===== src/csq_pkg.sv =====
package csq_pkg;

    // clock and time bases
    localparam longint CSQ_CLK_HZ = 200_000_000;
    localparam int CSQ_TW = 42;
    localparam longint CSQ_START_DLY_MS = 27;
    localparam longint CSQ_TRK_DGL_MS = 27;
    localparam longint CSQ_TOPQ_MS = 27;
    localparam longint CSQ_PRECHG_MIN = 45;
    localparam longint CSQ_FAST_STEP_MIN = 60;
    localparam longint CSQ_TOPOFF_STEP_MIN = 45;
    localparam logic [CSQ_TW-1:0] CSQ_START_DLY_CYC = CSQ_TW'(CSQ_START_DLY_MS * CSQ_CLK_HZ / 1000);
    localparam logic [CSQ_TW-1:0] CSQ_TRK_DGL_CYC = CSQ_TW'(CSQ_TRK_DGL_MS * CSQ_CLK_HZ / 1000);
    localparam logic [CSQ_TW-1:0] CSQ_TOPQ_CYC = CSQ_TW'(CSQ_TOPQ_MS * CSQ_CLK_HZ / 1000);
    localparam logic [CSQ_TW-1:0] CSQ_PRECHG_CYC = CSQ_TW'(CSQ_PRECHG_MIN * 60 * CSQ_CLK_HZ);
    localparam logic [CSQ_TW-1:0] CSQ_FAST_STEP_CYC = CSQ_TW'(CSQ_FAST_STEP_MIN * 60 * CSQ_CLK_HZ);
    localparam logic [CSQ_TW-1:0] CSQ_TOPOFF_STEP_CYC =
        CSQ_TW'(CSQ_TOPOFF_STEP_MIN * 60 * CSQ_CLK_HZ);

    // register offsets
    localparam logic [7:0] CSQ_CTRL_OFS = 8'h00;
    localparam logic [7:0] CSQ_ICHG_OFS = 8'h04;
    localparam logic [7:0] CSQ_VREG_OFS = 8'h08;
    localparam logic [7:0] CSQ_STAT_OFS = 8'h0c;
    localparam logic [7:0] CSQ_INT_OFS = 8'h10;

    // field positions
    localparam int CSQ_EN_POS = 0;
    localparam int CSQ_SUSP_POS = 1;
    localparam int CSQ_ASTOP_POS = 2;
    localparam int CSQ_PRE_POS = 0;
    localparam int CSQ_FAST_POS = 4;
    localparam int CSQ_ILIM_POS = 12;
    localparam int CSQ_TOPI_POS = 20;
    localparam int CSQ_VREG_POS = 0;
    localparam int CSQ_FTMR_POS = 4;
    localparam int CSQ_TTMR_POS = 8;
    localparam int CSQ_STATE_POS = 0;
    localparam int CSQ_FLAG_POS = 8;

    // currents in mA, voltage in mV
    localparam logic [11:0] CSQ_TRICKLE_MA = 12'h05a;
    localparam logic [11:0] CSQ_PRE_BASE_MA = 12'h096;
    localparam logic [11:0] CSQ_PRE_STEP_MA = 12'h064;
    localparam logic [11:0] CSQ_FAST_BASE_MA = 12'h064;
    localparam logic [11:0] CSQ_FAST_STEP_MA = 12'h064;
    localparam logic [4:0] CSQ_FAST_MAX_CODE = 5'h13;
    localparam logic [11:0] CSQ_TOPI_BASE_MA = 12'h064;
    localparam logic [11:0] CSQ_TOPI_STEP_MA = 12'h032;
    localparam logic [4:0] CSQ_TOPI_MAX_CODE = 5'h0b;
    localparam logic [12:0] CSQ_VREG_BASE_MV = 13'h1004;
    localparam logic [12:0] CSQ_VREG_STEP_MV = 13'h0019;

    // interrupt bits
    localparam int CSQ_IRQ_TOPOFF = 0;
    localparam int CSQ_IRQ_DONE = 1;
    localparam int CSQ_IRQ_PREFLT = 2;
    localparam int CSQ_IRQ_FASTFLT = 3;

    typedef enum logic [3:0] {
        CSQ_SUSPEND, CSQ_START, CSQ_TRICKLE, CSQ_PRE, CSQ_FAST,
        CSQ_FULL, CSQ_TOPOFF, CSQ_DONE, CSQ_FAULT
    } csq_chg_e;

    typedef struct packed {
        logic input_margin_ok;
        logic input_uvlo_ok;
        logic input_ovp;
        logic die_hot;
        logic battery_absent_pin;
        logic hw_charge_disable_pin;
        logic batt_above_trickle;
        logic batt_above_sysmin;
        logic batt_at_reg;
        logic ichg_at_topoff;
        logic batt_above_connect;
        logic sysrail_low;
        logic sysrail_started;
    } csq_cmp_s;

    typedef struct packed {
        logic sw_charge_enable_bit;
        logic suspend_request_bit;
        logic stop_after_topoff;
        logic [1:0] pre_code;
        logic [4:0] fast_code;
        logic [4:0] ilim_code;
        logic [3:0] topi_code;
        logic [3:0] vreg_code;
        logic [1:0] fast_tmr_sel;
        logic [1:0] topoff_tmr_sel;
    } csq_cfg_s;

    localparam csq_cfg_s CSQ_CFG_RST = '{
        sw_charge_enable_bit: 1'b1, suspend_request_bit: 1'b0,
        stop_after_topoff: 1'b1, pre_code: 2'h0, fast_code: 5'h04,
        ilim_code: 5'h04, topi_code: 4'h0, vreg_code: 4'h0,
        fast_tmr_sel: 2'h0, topoff_tmr_sel: 2'h0};

    typedef struct packed {
        logic buck_on;
        logic battery_path_switch;
        logic logic_regulator_on;
        logic [11:0] charge_current_ma;
        logic [12:0] batt_reg_mv;
    } csq_drv_s;

    function automatic logic [11:0] csq_ma(input logic [11:0] base, input logic [11:0] step,
                                           input logic [4:0] code);
        csq_ma = 12'(base + step * code);
    endfunction : csq_ma

endpackage : csq_pkg


===== src/csq_sequencer.sv =====
`timescale 1ns/1ps

module csq_sequencer
    import csq_pkg::*;
#(
    parameter logic [CSQ_TW-1:0] START_DLY_CYC = CSQ_START_DLY_CYC,
    parameter logic [CSQ_TW-1:0] TRK_DGL_CYC = CSQ_TRK_DGL_CYC,
    parameter logic [CSQ_TW-1:0] TOPQ_CYC = CSQ_TOPQ_CYC,
    parameter logic [CSQ_TW-1:0] PRECHG_CYC = CSQ_PRECHG_CYC,
    parameter logic [CSQ_TW-1:0] FAST_STEP_CYC = CSQ_FAST_STEP_CYC,
    parameter logic [CSQ_TW-1:0] TOPOFF_STEP_CYC = CSQ_TOPOFF_STEP_CYC
) (
    // clock and reset
    input wire logic clk,
    input wire logic sys_rst,
    // apb slave
    input wire logic psel,
    input wire logic penable,
    input wire logic pwrite,
    input wire logic [7:0] paddr,
    input wire logic [31:0] pwdata,
    output logic pready,
    output logic [31:0] prdata,
    output logic pslverr,
    // comparators and pins
    input wire csq_cmp_s cmp_in,
    // power stage controls
    output csq_drv_s drv,
    // open-drain interrupt pin
    output logic interrupt_out_n_o,
    output logic interrupt_out_n_oe,
    output logic interrupt_out_n
);

    typedef struct packed {
        csq_cmp_s s1;
        csq_cmp_s s2;
        csq_chg_e st;
        logic [CSQ_TW-1:0] tmr;
        logic [CSQ_TW-1:0] dgl;
        csq_cfg_s cfg;
        logic [3:0] irq;
        csq_drv_s drv;
        logic irq_o;
        logic irq_oe;
        logic irq_n;
        logic pready;
        logic [31:0] prdata;
        logic pslverr;
    } csq_state_s;

    localparam csq_state_s CSQ_ST_RST = '{
        s1: '0, s2: '0, st: CSQ_SUSPEND, tmr: '0, dgl: '0,
        cfg: CSQ_CFG_RST, irq: 4'h0, drv: '0, irq_o: 1'b0,
        irq_oe: 1'b0, irq_n: 1'b1, pready: 1'b0, prdata: 32'h0,
        pslverr: 1'b0};

    csq_state_s r;
    csq_state_s next_r;
    csq_cmp_s c;
    logic valid_in;
    logic qual_ok;
    logic acc;
    logic wr;
    logic [3:0] irq_set;
    logic [3:0] irq_clr;
    logic [11:0] fast_ma;
    logic [11:0] ilim_ma;
    logic [11:0] topi_ma;
    logic [CSQ_TW-1:0] fast_lim;
    logic [CSQ_TW-1:0] top_lim;
    logic fast_tmr_en;

    function automatic logic [4:0] clamp_code(input logic [4:0] code, input logic [4:0] top);
        clamp_code = (code > top) ? top : code;
    endfunction : clamp_code

    function automatic logic [31:0] ctrl_word(input csq_cfg_s f);
        ctrl_word = 32'h0;
        ctrl_word[CSQ_EN_POS] = f.sw_charge_enable_bit;
        ctrl_word[CSQ_SUSP_POS] = f.suspend_request_bit;
        ctrl_word[CSQ_ASTOP_POS] = f.stop_after_topoff;
    endfunction : ctrl_word

    function automatic logic [31:0] ichg_word(input csq_cfg_s f);
        ichg_word = 32'h0;
        ichg_word[CSQ_PRE_POS +: 2] = f.pre_code;
        ichg_word[CSQ_FAST_POS +: 5] = f.fast_code;
        ichg_word[CSQ_ILIM_POS +: 5] = f.ilim_code;
        ichg_word[CSQ_TOPI_POS +: 4] = f.topi_code;
    endfunction : ichg_word

    function automatic logic [31:0] vreg_word(input csq_cfg_s f);
        vreg_word = 32'h0;
        vreg_word[CSQ_VREG_POS +: 4] = f.vreg_code;
        vreg_word[CSQ_FTMR_POS +: 2] = f.fast_tmr_sel;
        vreg_word[CSQ_TTMR_POS +: 2] = f.topoff_tmr_sel;
    endfunction : vreg_word

    always_comb begin
        next_r = r;
        irq_set = 4'h0;
        irq_clr = 4'h0;
        next_r.s1 = cmp_in;
        next_r.s2 = r.s1;
        c = r.s2;

        valid_in = c.input_margin_ok & c.input_uvlo_ok & ~c.input_ovp;
        qual_ok = r.cfg.sw_charge_enable_bit & ~r.cfg.suspend_request_bit &
                  ~c.hw_charge_disable_pin & valid_in &
                  ~c.battery_absent_pin &
                  ~c.die_hot;

        fast_ma = csq_ma(CSQ_FAST_BASE_MA, CSQ_FAST_STEP_MA,
                         clamp_code(r.cfg.fast_code, CSQ_FAST_MAX_CODE));
        ilim_ma = csq_ma(CSQ_FAST_BASE_MA, CSQ_FAST_STEP_MA,
                         clamp_code(r.cfg.ilim_code, CSQ_FAST_MAX_CODE));
        topi_ma = csq_ma(CSQ_TOPI_BASE_MA, CSQ_TOPI_STEP_MA,
                         clamp_code({1'b0, r.cfg.topi_code}, CSQ_TOPI_MAX_CODE));
        // disabled by default or lowest limit
        fast_tmr_en = (r.cfg.fast_tmr_sel != 2'h0) && (r.cfg.ilim_code != 5'h00);
        fast_lim = CSQ_TW'(FAST_STEP_CYC * r.cfg.fast_tmr_sel);
        top_lim = CSQ_TW'(TOPOFF_STEP_CYC * (3'(r.cfg.topoff_tmr_sel) + 3'h1));

        // apb: one wait state, answer registered
        acc = psel & penable;
        wr = acc & r.pready & pwrite;
        next_r.pready = acc & ~r.pready;
        if (acc && !r.pready) begin
            next_r.pslverr = 1'b0;
            case (paddr)
                CSQ_CTRL_OFS: next_r.prdata = ctrl_word(r.cfg);
                CSQ_ICHG_OFS: next_r.prdata = ichg_word(r.cfg);
                CSQ_VREG_OFS: next_r.prdata = vreg_word(r.cfg);
                CSQ_STAT_OFS: begin
                    next_r.prdata = 32'h0;
                    next_r.prdata[CSQ_STATE_POS +: 4] = r.st;
                    next_r.prdata[CSQ_FLAG_POS +: 13] = c;
                end
                CSQ_INT_OFS: next_r.prdata = {28'h0, r.irq};
                default: begin
                    next_r.prdata = 32'h0;
                    next_r.pslverr = 1'b1;
                end
            endcase
        end
        if (wr) begin
            case (paddr)
                CSQ_CTRL_OFS: begin
                    next_r.cfg.sw_charge_enable_bit = pwdata[CSQ_EN_POS];
                    next_r.cfg.suspend_request_bit = pwdata[CSQ_SUSP_POS];
                    next_r.cfg.stop_after_topoff = pwdata[CSQ_ASTOP_POS];
                end
                CSQ_ICHG_OFS: begin
                    next_r.cfg.pre_code = pwdata[CSQ_PRE_POS +: 2];
                    next_r.cfg.fast_code = pwdata[CSQ_FAST_POS +: 5];
                    next_r.cfg.ilim_code = pwdata[CSQ_ILIM_POS +: 5];
                    next_r.cfg.topi_code = pwdata[CSQ_TOPI_POS +: 4];
                end
                CSQ_VREG_OFS: begin
                    next_r.cfg.vreg_code = pwdata[CSQ_VREG_POS +: 4];
                    next_r.cfg.fast_tmr_sel = pwdata[CSQ_FTMR_POS +: 2];
                    next_r.cfg.topoff_tmr_sel = pwdata[CSQ_TTMR_POS +: 2];
                end
                CSQ_INT_OFS: irq_clr = pwdata[3:0];
                default: ;
            endcase
        end
        if (c.sysrail_low) begin
            next_r.cfg = CSQ_CFG_RST;
        end

        next_r.drv.charge_current_ma = 12'h000;
        next_r.tmr = r.tmr + CSQ_TW'(1);
        next_r.dgl = 0;
        case (r.st)
            CSQ_SUSPEND: begin
                next_r.tmr = 0;
                if (qual_ok) begin
                    next_r.st = CSQ_START;
                end
            end
            CSQ_START: begin
                if (c.sysrail_started) begin
                    next_r.dgl = r.dgl + CSQ_TW'(1);
                end
                if (c.sysrail_started && r.dgl >= START_DLY_CYC - CSQ_TW'(1)) begin
                    next_r.st = CSQ_TRICKLE;
                    next_r.dgl = 0;
                end
            end
            CSQ_TRICKLE: begin
                next_r.drv.charge_current_ma = CSQ_TRICKLE_MA;
                next_r.tmr = 0;
                if (c.batt_above_trickle) begin
                    next_r.dgl = r.dgl + CSQ_TW'(1);
                    if (r.dgl >= TRK_DGL_CYC - CSQ_TW'(1)) begin
                        next_r.st = CSQ_PRE;
                        next_r.dgl = 0;
                    end
                end
            end
            CSQ_PRE: begin
                next_r.drv.charge_current_ma =
                    csq_ma(CSQ_PRE_BASE_MA, CSQ_PRE_STEP_MA, {3'h0, r.cfg.pre_code});
                if (c.batt_above_sysmin) begin
                    next_r.st = CSQ_FAST;
                    next_r.tmr = 0;
                end else if (r.tmr >= PRECHG_CYC - CSQ_TW'(1)) begin
                    next_r.st = CSQ_FAULT;
                    irq_set[CSQ_IRQ_PREFLT] = 1'b1;
                end
            end
            CSQ_FAST: begin
                next_r.drv.charge_current_ma = (fast_ma > ilim_ma) ? ilim_ma : fast_ma;
                if (!fast_tmr_en) begin
                    next_r.tmr = 0;
                end
                if (c.batt_at_reg) begin
                    next_r.st = CSQ_FULL;
                    next_r.tmr = 0;
                // fast timer expiry is a fault
                end else if (fast_tmr_en && r.tmr >= fast_lim - CSQ_TW'(1)) begin
                    next_r.st = CSQ_FAULT;
                    irq_set[CSQ_IRQ_FASTFLT] = 1'b1;
                end
            end
            CSQ_FULL: begin
                next_r.drv.charge_current_ma = topi_ma;
                next_r.tmr = 0;
                if (c.ichg_at_topoff) begin
                    next_r.dgl = r.dgl + CSQ_TW'(1);
                    if (r.dgl >= TOPQ_CYC - CSQ_TW'(1)) begin
                        next_r.st = CSQ_TOPOFF;
                        next_r.dgl = 0;
                        irq_set[CSQ_IRQ_TOPOFF] = 1'b1;
                    end
                end
            end
            CSQ_TOPOFF: begin
                next_r.drv.charge_current_ma = topi_ma;
                if (r.tmr >= top_lim - CSQ_TW'(1)) begin
                    next_r.st = CSQ_DONE;
                    irq_set[CSQ_IRQ_DONE] = 1'b1;
                end
            end
            CSQ_DONE: begin
                next_r.tmr = 0;
                next_r.drv.charge_current_ma =
                    r.cfg.stop_after_topoff ? 12'h000 : topi_ma;
            end
            CSQ_FAULT: begin
                // held until any qualification condition drops
                next_r.tmr = 0;
            end
            default: begin
                next_r.st = CSQ_SUSPEND;
            end
        endcase
        if (!qual_ok) begin
            next_r.st = CSQ_SUSPEND;
            next_r.tmr = 0;
            next_r.dgl = 0;
            next_r.drv.charge_current_ma = 12'h000;
        end

        next_r.drv.batt_reg_mv =
            13'(CSQ_VREG_BASE_MV + CSQ_VREG_STEP_MV * r.cfg.vreg_code);
        next_r.drv.buck_on = c.input_uvlo_ok & ~c.input_ovp;
        next_r.drv.logic_regulator_on = valid_in;
        // battery feeds the rail, no input
        if (!valid_in && c.batt_above_connect) begin
            next_r.drv.battery_path_switch = 1'b1;
        end else if (c.battery_absent_pin) begin
            next_r.drv.battery_path_switch = 1'b0;
        end else begin
            next_r.drv.battery_path_switch = valid_in;
        end

        // set beats a same-cycle clear
        next_r.irq = (r.irq & ~irq_clr) | irq_set;
        next_r.irq_oe = |next_r.irq;
        next_r.irq_n = ~|next_r.irq;
        next_r.irq_o = 1'b0;
    end

    always_ff @(posedge clk or posedge sys_rst) begin
        if (sys_rst) begin
            r <= CSQ_ST_RST;
        end else begin
            r <= next_r;
        end
    end

    assign pready = r.pready;
    assign prdata = r.prdata;
    assign pslverr = r.pslverr;
    assign drv = r.drv;
    assign interrupt_out_n_o = r.irq_o;
    assign interrupt_out_n_oe = r.irq_oe;
    assign interrupt_out_n = r.irq_n;

endmodule : csq_sequencer


===== config.mk =====
export PLATFORM = sky130hd
export DESIGN_NAME = csq_sequencer
export DESIGN_NICKNAME = d
export VERILOG_FILES = /design/src/csq_pkg.sv /design/src/csq_sequencer.sv
export SDC_FILE = /design/constraint.sdc
export NUM_CORES = 1
export LEC_CHECK = 0
export BUFFER_PORTS_ARGS = -buffer_cell sky130_fd_sc_hd__buf_2
export CAP_MARGIN = 0
export CORE_MARGIN = 1.5
export CORE_UTILIZATION = 50
export DETAILED_ROUTE_END_ITERATION = 10
export HOLD_SLACK_MARGIN = 0.02
export PLACE_DENSITY = 0.69
export SLEW_MARGIN = 20
export SYNTH_ARGS = -nofsm -noshare
export SYNTH_HDL_FRONTEND = slang
export SYNTH_SLANG_ARGS = --single-unit

===== constraint.sdc =====
create_clock -name clk -period 16.1 [get_ports clk]
set_input_delay 0.805 -clock clk [delete_from_list [all_inputs] [get_ports clk]]
set_output_delay 0.805 -clock clk [all_outputs]
set_load 0.1 [all_outputs]

* Yosys cells after proc, flatten, opt, wreduce, memory -nomap -nowiden
Cells that the tools add are included.
Word-level totals: register bits after elaboration 209, output and inout port bits 65, bits of input ports 58, logic and storage cells 193
Cells by class: multiply operators 7, add/subtract/negate cells 10, bitwise operators 21, equality and inequality tests 21, reductions and logical operators 25, mux-type cells 51, magnitude comparators 8
Operator list (count):
- 42-bit two-way mux | 8
- 42-bit one-hot mux with 3 select lines | 2
- 24-bit one-hot mux with 5 select lines | 1
- 88-bit two-way mux | 1
- 42-bit by 1-bit adder with 42-bit output, second input constant | 2
- 42-bit >= comparator | 2
- 42-bit by 1-bit subtractor with 42-bit output, second input constant | 2
- 12-bit one-hot mux with 5 select lines | 1
- 27-bit two-way mux | 2
- 4-bit two-way mux | 13
- 42-bit by 23-bit >= comparator with 1-bit output, second input constant | 1
- 42-bit by 39-bit >= comparator with 1-bit output, second input constant | 1
- 4-bit one-hot mux with 8 select lines | 1
- 28-bit by 3-bit multiplier with 31-bit output, first input constant | 1
- 27-bit by 2-bit multiplier with 29-bit output, first input constant | 1
- 7-bit by 12-bit adder with 12-bit output, first input constant | 2
- 12-bit two-way mux | 2
- 5-bit by 5-bit multiplier with 10-bit output, first input constant | 2
- 5-bit by 4-bit multiplier with 9-bit output, first input constant | 2
- 3-bit != test, second input constant | 6
- 4-bit by 3-bit equality test with 1-bit output, second input constant | 4
- 8-bit by 4-bit equality test with 1-bit output, second input constant | 2
- 16-bit two-way mux | 1
- 1-bit two-way mux | 14
- 35 further kinds | 69

* Longest topological paths before layout
depth in word-level cells 10, gate-level depth with buffers 23, depth with buffers taken out 21

* Least setup slack after synthesis
Ideal clock, no wire load.
kind reg-to-reg, start reg r[69] (netlist name), end reg r[180] (netlist name), path buffers 2, arrival 5.024 ns, period minus slack after synthesis 5.102 ns, setup time 0.078 ns, data required time 16.022 ns, cell stages (with the launch flop) 24, path slack 10.998 ns, path through dfrtp_1 buf_2 inv_1 ha_1 clkbuf_1 xnor2_1 ha_1 nand4b_1 nand2_1 a21o_1 a21o_1 a21oi_1 xnor2_1 nor4b_1 xnor2_1 ha_1 nand4_1 or4_1 o221ai_1 nor3_1 and3b_1 a211o_1 or3_1 a21oi_1
On the way: word-level cells in the longest chain between the ends 6
Ends and longest elaborated chain:
- from (decl) | line csq_sequencer.sv:58 | csq_state_s r;
- from (signal assigned) | line csq_sequencer.sv:291 | r <= next_r;
- 2-bit by 1-bit adder with 3-bit output | line csq_sequencer.sv:123 | top_lim = CSQ_TW'(TOPOFF_STEP_CYC * (3'(r.cfg.topoff_tmr_sel) + 3'h1));
- 28-bit by 3-bit multiplier with 31-bit output | line csq_sequencer.sv:123
- 42-bit by 1-bit subtractor with 42-bit output | line csq_sequencer.sv:242 | if (r.tmr >= top_lim - CSQ_TW'(1)) begin
- 42-bit >= comparator | line csq_sequencer.sv:242
- 3-bit != test (no line)
- 9-bit AND reduction (no line)
Every way passes these cells. A chain may end at the register's enable or synchronous reset.

* Final worst setup path
Same ends and word-level chain as after synthesis.

==> flow_summary_export.csv <==
group,metric,value,unit
worst_setup_path,worstPathRequired,16460,ps
worst_setup_path,slowest_delay,710,ps
worst_setup_path,arrival,6500,ps
routing,vias,9365,
power_and_ir_drop,p_per_area,73.59,mW/mm^2
clock_tree,clk_latency,440,ps
clock_tree,cts_made_buffers,17,
logic_synthesis,synth-edff-count,0,
global_route,grt_pass1_wl,46410,microns
placement,dp.final_hpwl,20720,microns
global_route,antenna_found_initial,0,
routing,vias_per_cell,5.555,
hold_path,hold_class,"reg2reg",
timing,rsz0062_at_grt,"no",
logic_synthesis,syn_avg_cell_area,9.650,sq um
worst_setup_path,crit_chain,"inv_1 > ha_1 > xnor2_1 > ha_1 > a41o_1 > a21o_1 > a21o_1 > a21oi_1 > xnor2_1 > nor4b_1 > xnor2_1 > ha_1 > nand4_1 > or4_1 > a211oi_1 > and3b_1 > a211o_1 > or3_1 > a21oi_1",
die,die_y,161.4,microns
timing,maxSlewViolCount,0,
power_and_ir_drop,p_leak,6.808,nW
final_layout,fin_nets,1553,
die,chipWidth,161.4,microns
timing,setup_viol,0,
logic_synthesis,yosysSeqAreaShare,39.55,%
power_and_ir_drop,p_comb_share,5.3,%
routing,antenna_left,0,
power_and_ir_drop,seqPwrFrac,50.8,%
power_and_ir_drop,p_clk_share,43.9,%
logic_synthesis,yosysMostFrequentCell,"dfrtp_1",
run_status,status,"finished clean",
worst_setup_path,end_kind,"flop",
final_layout,n_fill_cell,2235,
die,ios,123,
routing,drtIter0Drc,716,
clock_tree,postCtsSetupBuffers,0,
logic_synthesis,synth_cell_types,74,
logic_synthesis,synth_async_sr_flop_share,100.0,%
clock_tree,clk_path_buf_depth,2,
global_route,track_usage,22.32,%
clock_tree,tritoncts,"yes",
routing,drc,0,
clock_tree,clk_pin_slew,80,ps
worst_setup_path,critPathLaunch,"r[69]",
clock_tree,cts-root-buf,"clkbuf_16",
logic_synthesis,synthTopCellsByCount,"dfrtp_1, ha_1, nor2_1",
worst_setup_path,reg2reg_from,"r[69]",
routing,first_pass_iters,5,
logic_synthesis,synth_top_area_share,38.50,%
worst_setup_path,critPathLaunchType,"flop",
final_layout,antenna_cells,0,
clock_tree,hold_buffers,0,
timing,post-route-period-util,38.14,%
worst_setup_path,path_buf_inv,1,
hold_path,hp-start,"next_r[187]",
logic_synthesis,synth_top_cell_by_area,"dfrtp_1",
clock_tree,cts_sinks,198,
placement,port_buffers,97,
timing,holdWs,346.0,ps
timing,max_freq,162.8,MHz
global_route,grt_max_degree,131,
logic_synthesis,synth_seq_cells,198,
power_and_ir_drop,intPower,0.7371,mW
worst_setup_path,slowest_stage,"dfrtp_1",
die,start_util,51.28,%
die,num_rows,57,
power_and_ir_drop,vdd_drop_max,0.07122,mV
clock_tree,h-tree-depth,4,
power_and_ir_drop,power_switching_share,26.27,%
final_layout,syn_to_final_growth,8.298,%
logic_synthesis,synth.cell_area,0.01254,sq mm
placement,gp_congestion,0.8839,
logic_synthesis,synth_area_leaders,"dfrtp_1, ha_1, xor2_1",
die,fp.coreArea,0.02446,sq mm
logic_synthesis,synthesis.instances,1300,
flow_run,drv_cap,0,
clock_tree,ctsResizeCount,0,
timing,finalHoldViolCount,0,
logic_synthesis,synth-warning-count,0,
timing,fin_skew,11.13,ps
worst_setup_path,crit_family,"simple AND/OR/NAND/NOR gates",
worst_setup_path,worstSetupPathType,"reg2reg",
worst_setup_path,worstPathMaxFanout,13,
timing,max-slew-margin-rel,28.00,%
timing,finalSetupTns,0,ps
timing,fin_crit,6141,ps
routing,wl_per_cell,16.64,microns
logic_synthesis,ys.flop_type,"dfrtp_1",
global_route,first_global_vias,9213,
power_and_ir_drop,switchingPower,0.2626,mW
die,die_area,0.02605,sq mm
global_route,gr-total-overflow,0,
routing,drt-total-wl,28050,microns
final_layout,drive_gt1_share,12.19,%
timing,tightest_slew,1077,ps
==> path summary, 6_finish.rpt <==
path                               end  slack, ps  depth (start not counted)
min in group asynchronous       r[143]        510                          2
worst min-delay path              c[3]        350                          0
max in group asynchronous         c[2]      14190                          3
worst max-delay path            r[180]       9960                         19
worst min register to register    c[3]        350                          0
worst max register to register  r[180]       9960                         19
==> cell type report <==
class | count | area [sq um] | share of cell area (%)
Multi-Input combinational cell | 974 | 6872 | 50.58
Tap cell | 324 | 405.4 | 2.984
Clock inverter | 15 | 185.2 | 1.363
Clock buffer | 17 | 425.4 | 3.131
Timing Repair Buffer | 101 | 515.5 | 3.794
Sequential cell | 198 | 4961 | 36.52
Inverter | 57 | 221.5 | 1.630
==> state kept, by name (all words and copies together) (netlist names) <==
signal	cells
pready	1
drv	25
interrupt_out_n_oe	1
c	13
interrupt_out_n	1
pslverr	1
prdata	24
next_r	13
r	119
==> logic make-up (layout without fill, tap and decap cells) <==
logic type                 Yosys count  after routing  synth area share [%]
AOI/OAI and AO/OA                  213            213                 10.88
xor gates and xnor gates            98             98                 6.842
adders and majority gates          146            146                 14.86
buffers and inverters              159            190                 6.653
DFF                                198            198                 39.55
muxes                               40             40                 3.252
other                                2             33               0.05987
and+or+nand+nor                    444            444                 17.90
==> metal layers <==
layer	wire length (microns)	GRT usage, %
met1	12730	29.14
met2	13810	38.41
met3	948	3.133
met4	565	6.776
met5	0	0
==> power by group through the flow <==
stage | combinational, mW | clock (mW) | sequential [mW]
after floorplan | 0.0429 | 0 | 0.518
after global placement | 0.0537 | 0 | 0.518
after detailed placement | 0.0539 | 0 | 0.518
after CTS | 0.0540 | 0.447 | 0.508
after global routing | 0.0575 | 0.469 | 0.509
final | 0.0533 | 0.439 | 0.508
==> stage by stage <==
stage	power (mW)	area [sq um]	worst slack [ps]	util, %	cells
4_1_cts	1.009	13590	10020	55.54	1686
3_5_place_dp	0.5716	12970	10090	53.04	1654
3_3_place_gp	0.5713	12970	10220	53.04	1654
6_report	0.9997	13590	9959	55.54	1686
5_1_grt	1.035	13590	9645	55.54	1686
2_1_floorplan	0.5607	12660	9906	-	1331
==> cell usage in the layout, fill, tap and decap left out, types with 7 or more instances in the layout <==
| cell type | n |
|---|---|
| nor3_1 | 13 |
| nor2b_1 | 18 |
| o21ai_0 | 51 |
| nand2b_1 | 19 |
| a211oi_1 | 8 |
| ha_1 | 141 |
| o22ai_1 | 10 |
| and3_1 | 14 |
| mux2i_1 | 34 |
| nand2_1 | 110 |
| inv_1 | 56 |
| or4_1 | 7 |
| nor4_1 | 11 |
| xnor2_1 | 42 |
| buf_2 | 97 |
| a21o_1 | 23 |
| or3_1 | 10 |
| clkbuf_16 | 17 |
| a21oi_1 | 60 |
| inv_8 | 7 |
| xor2_1 | 56 |
| nand3_1 | 48 |
| a22oi_1 | 8 |
| nor2_1 | 127 |
| dfrtp_1 | 193 |
| conb_1 | 33 |
| nand4_1 | 24 |
No activity file was read; power rests on OpenSTA's default activity.
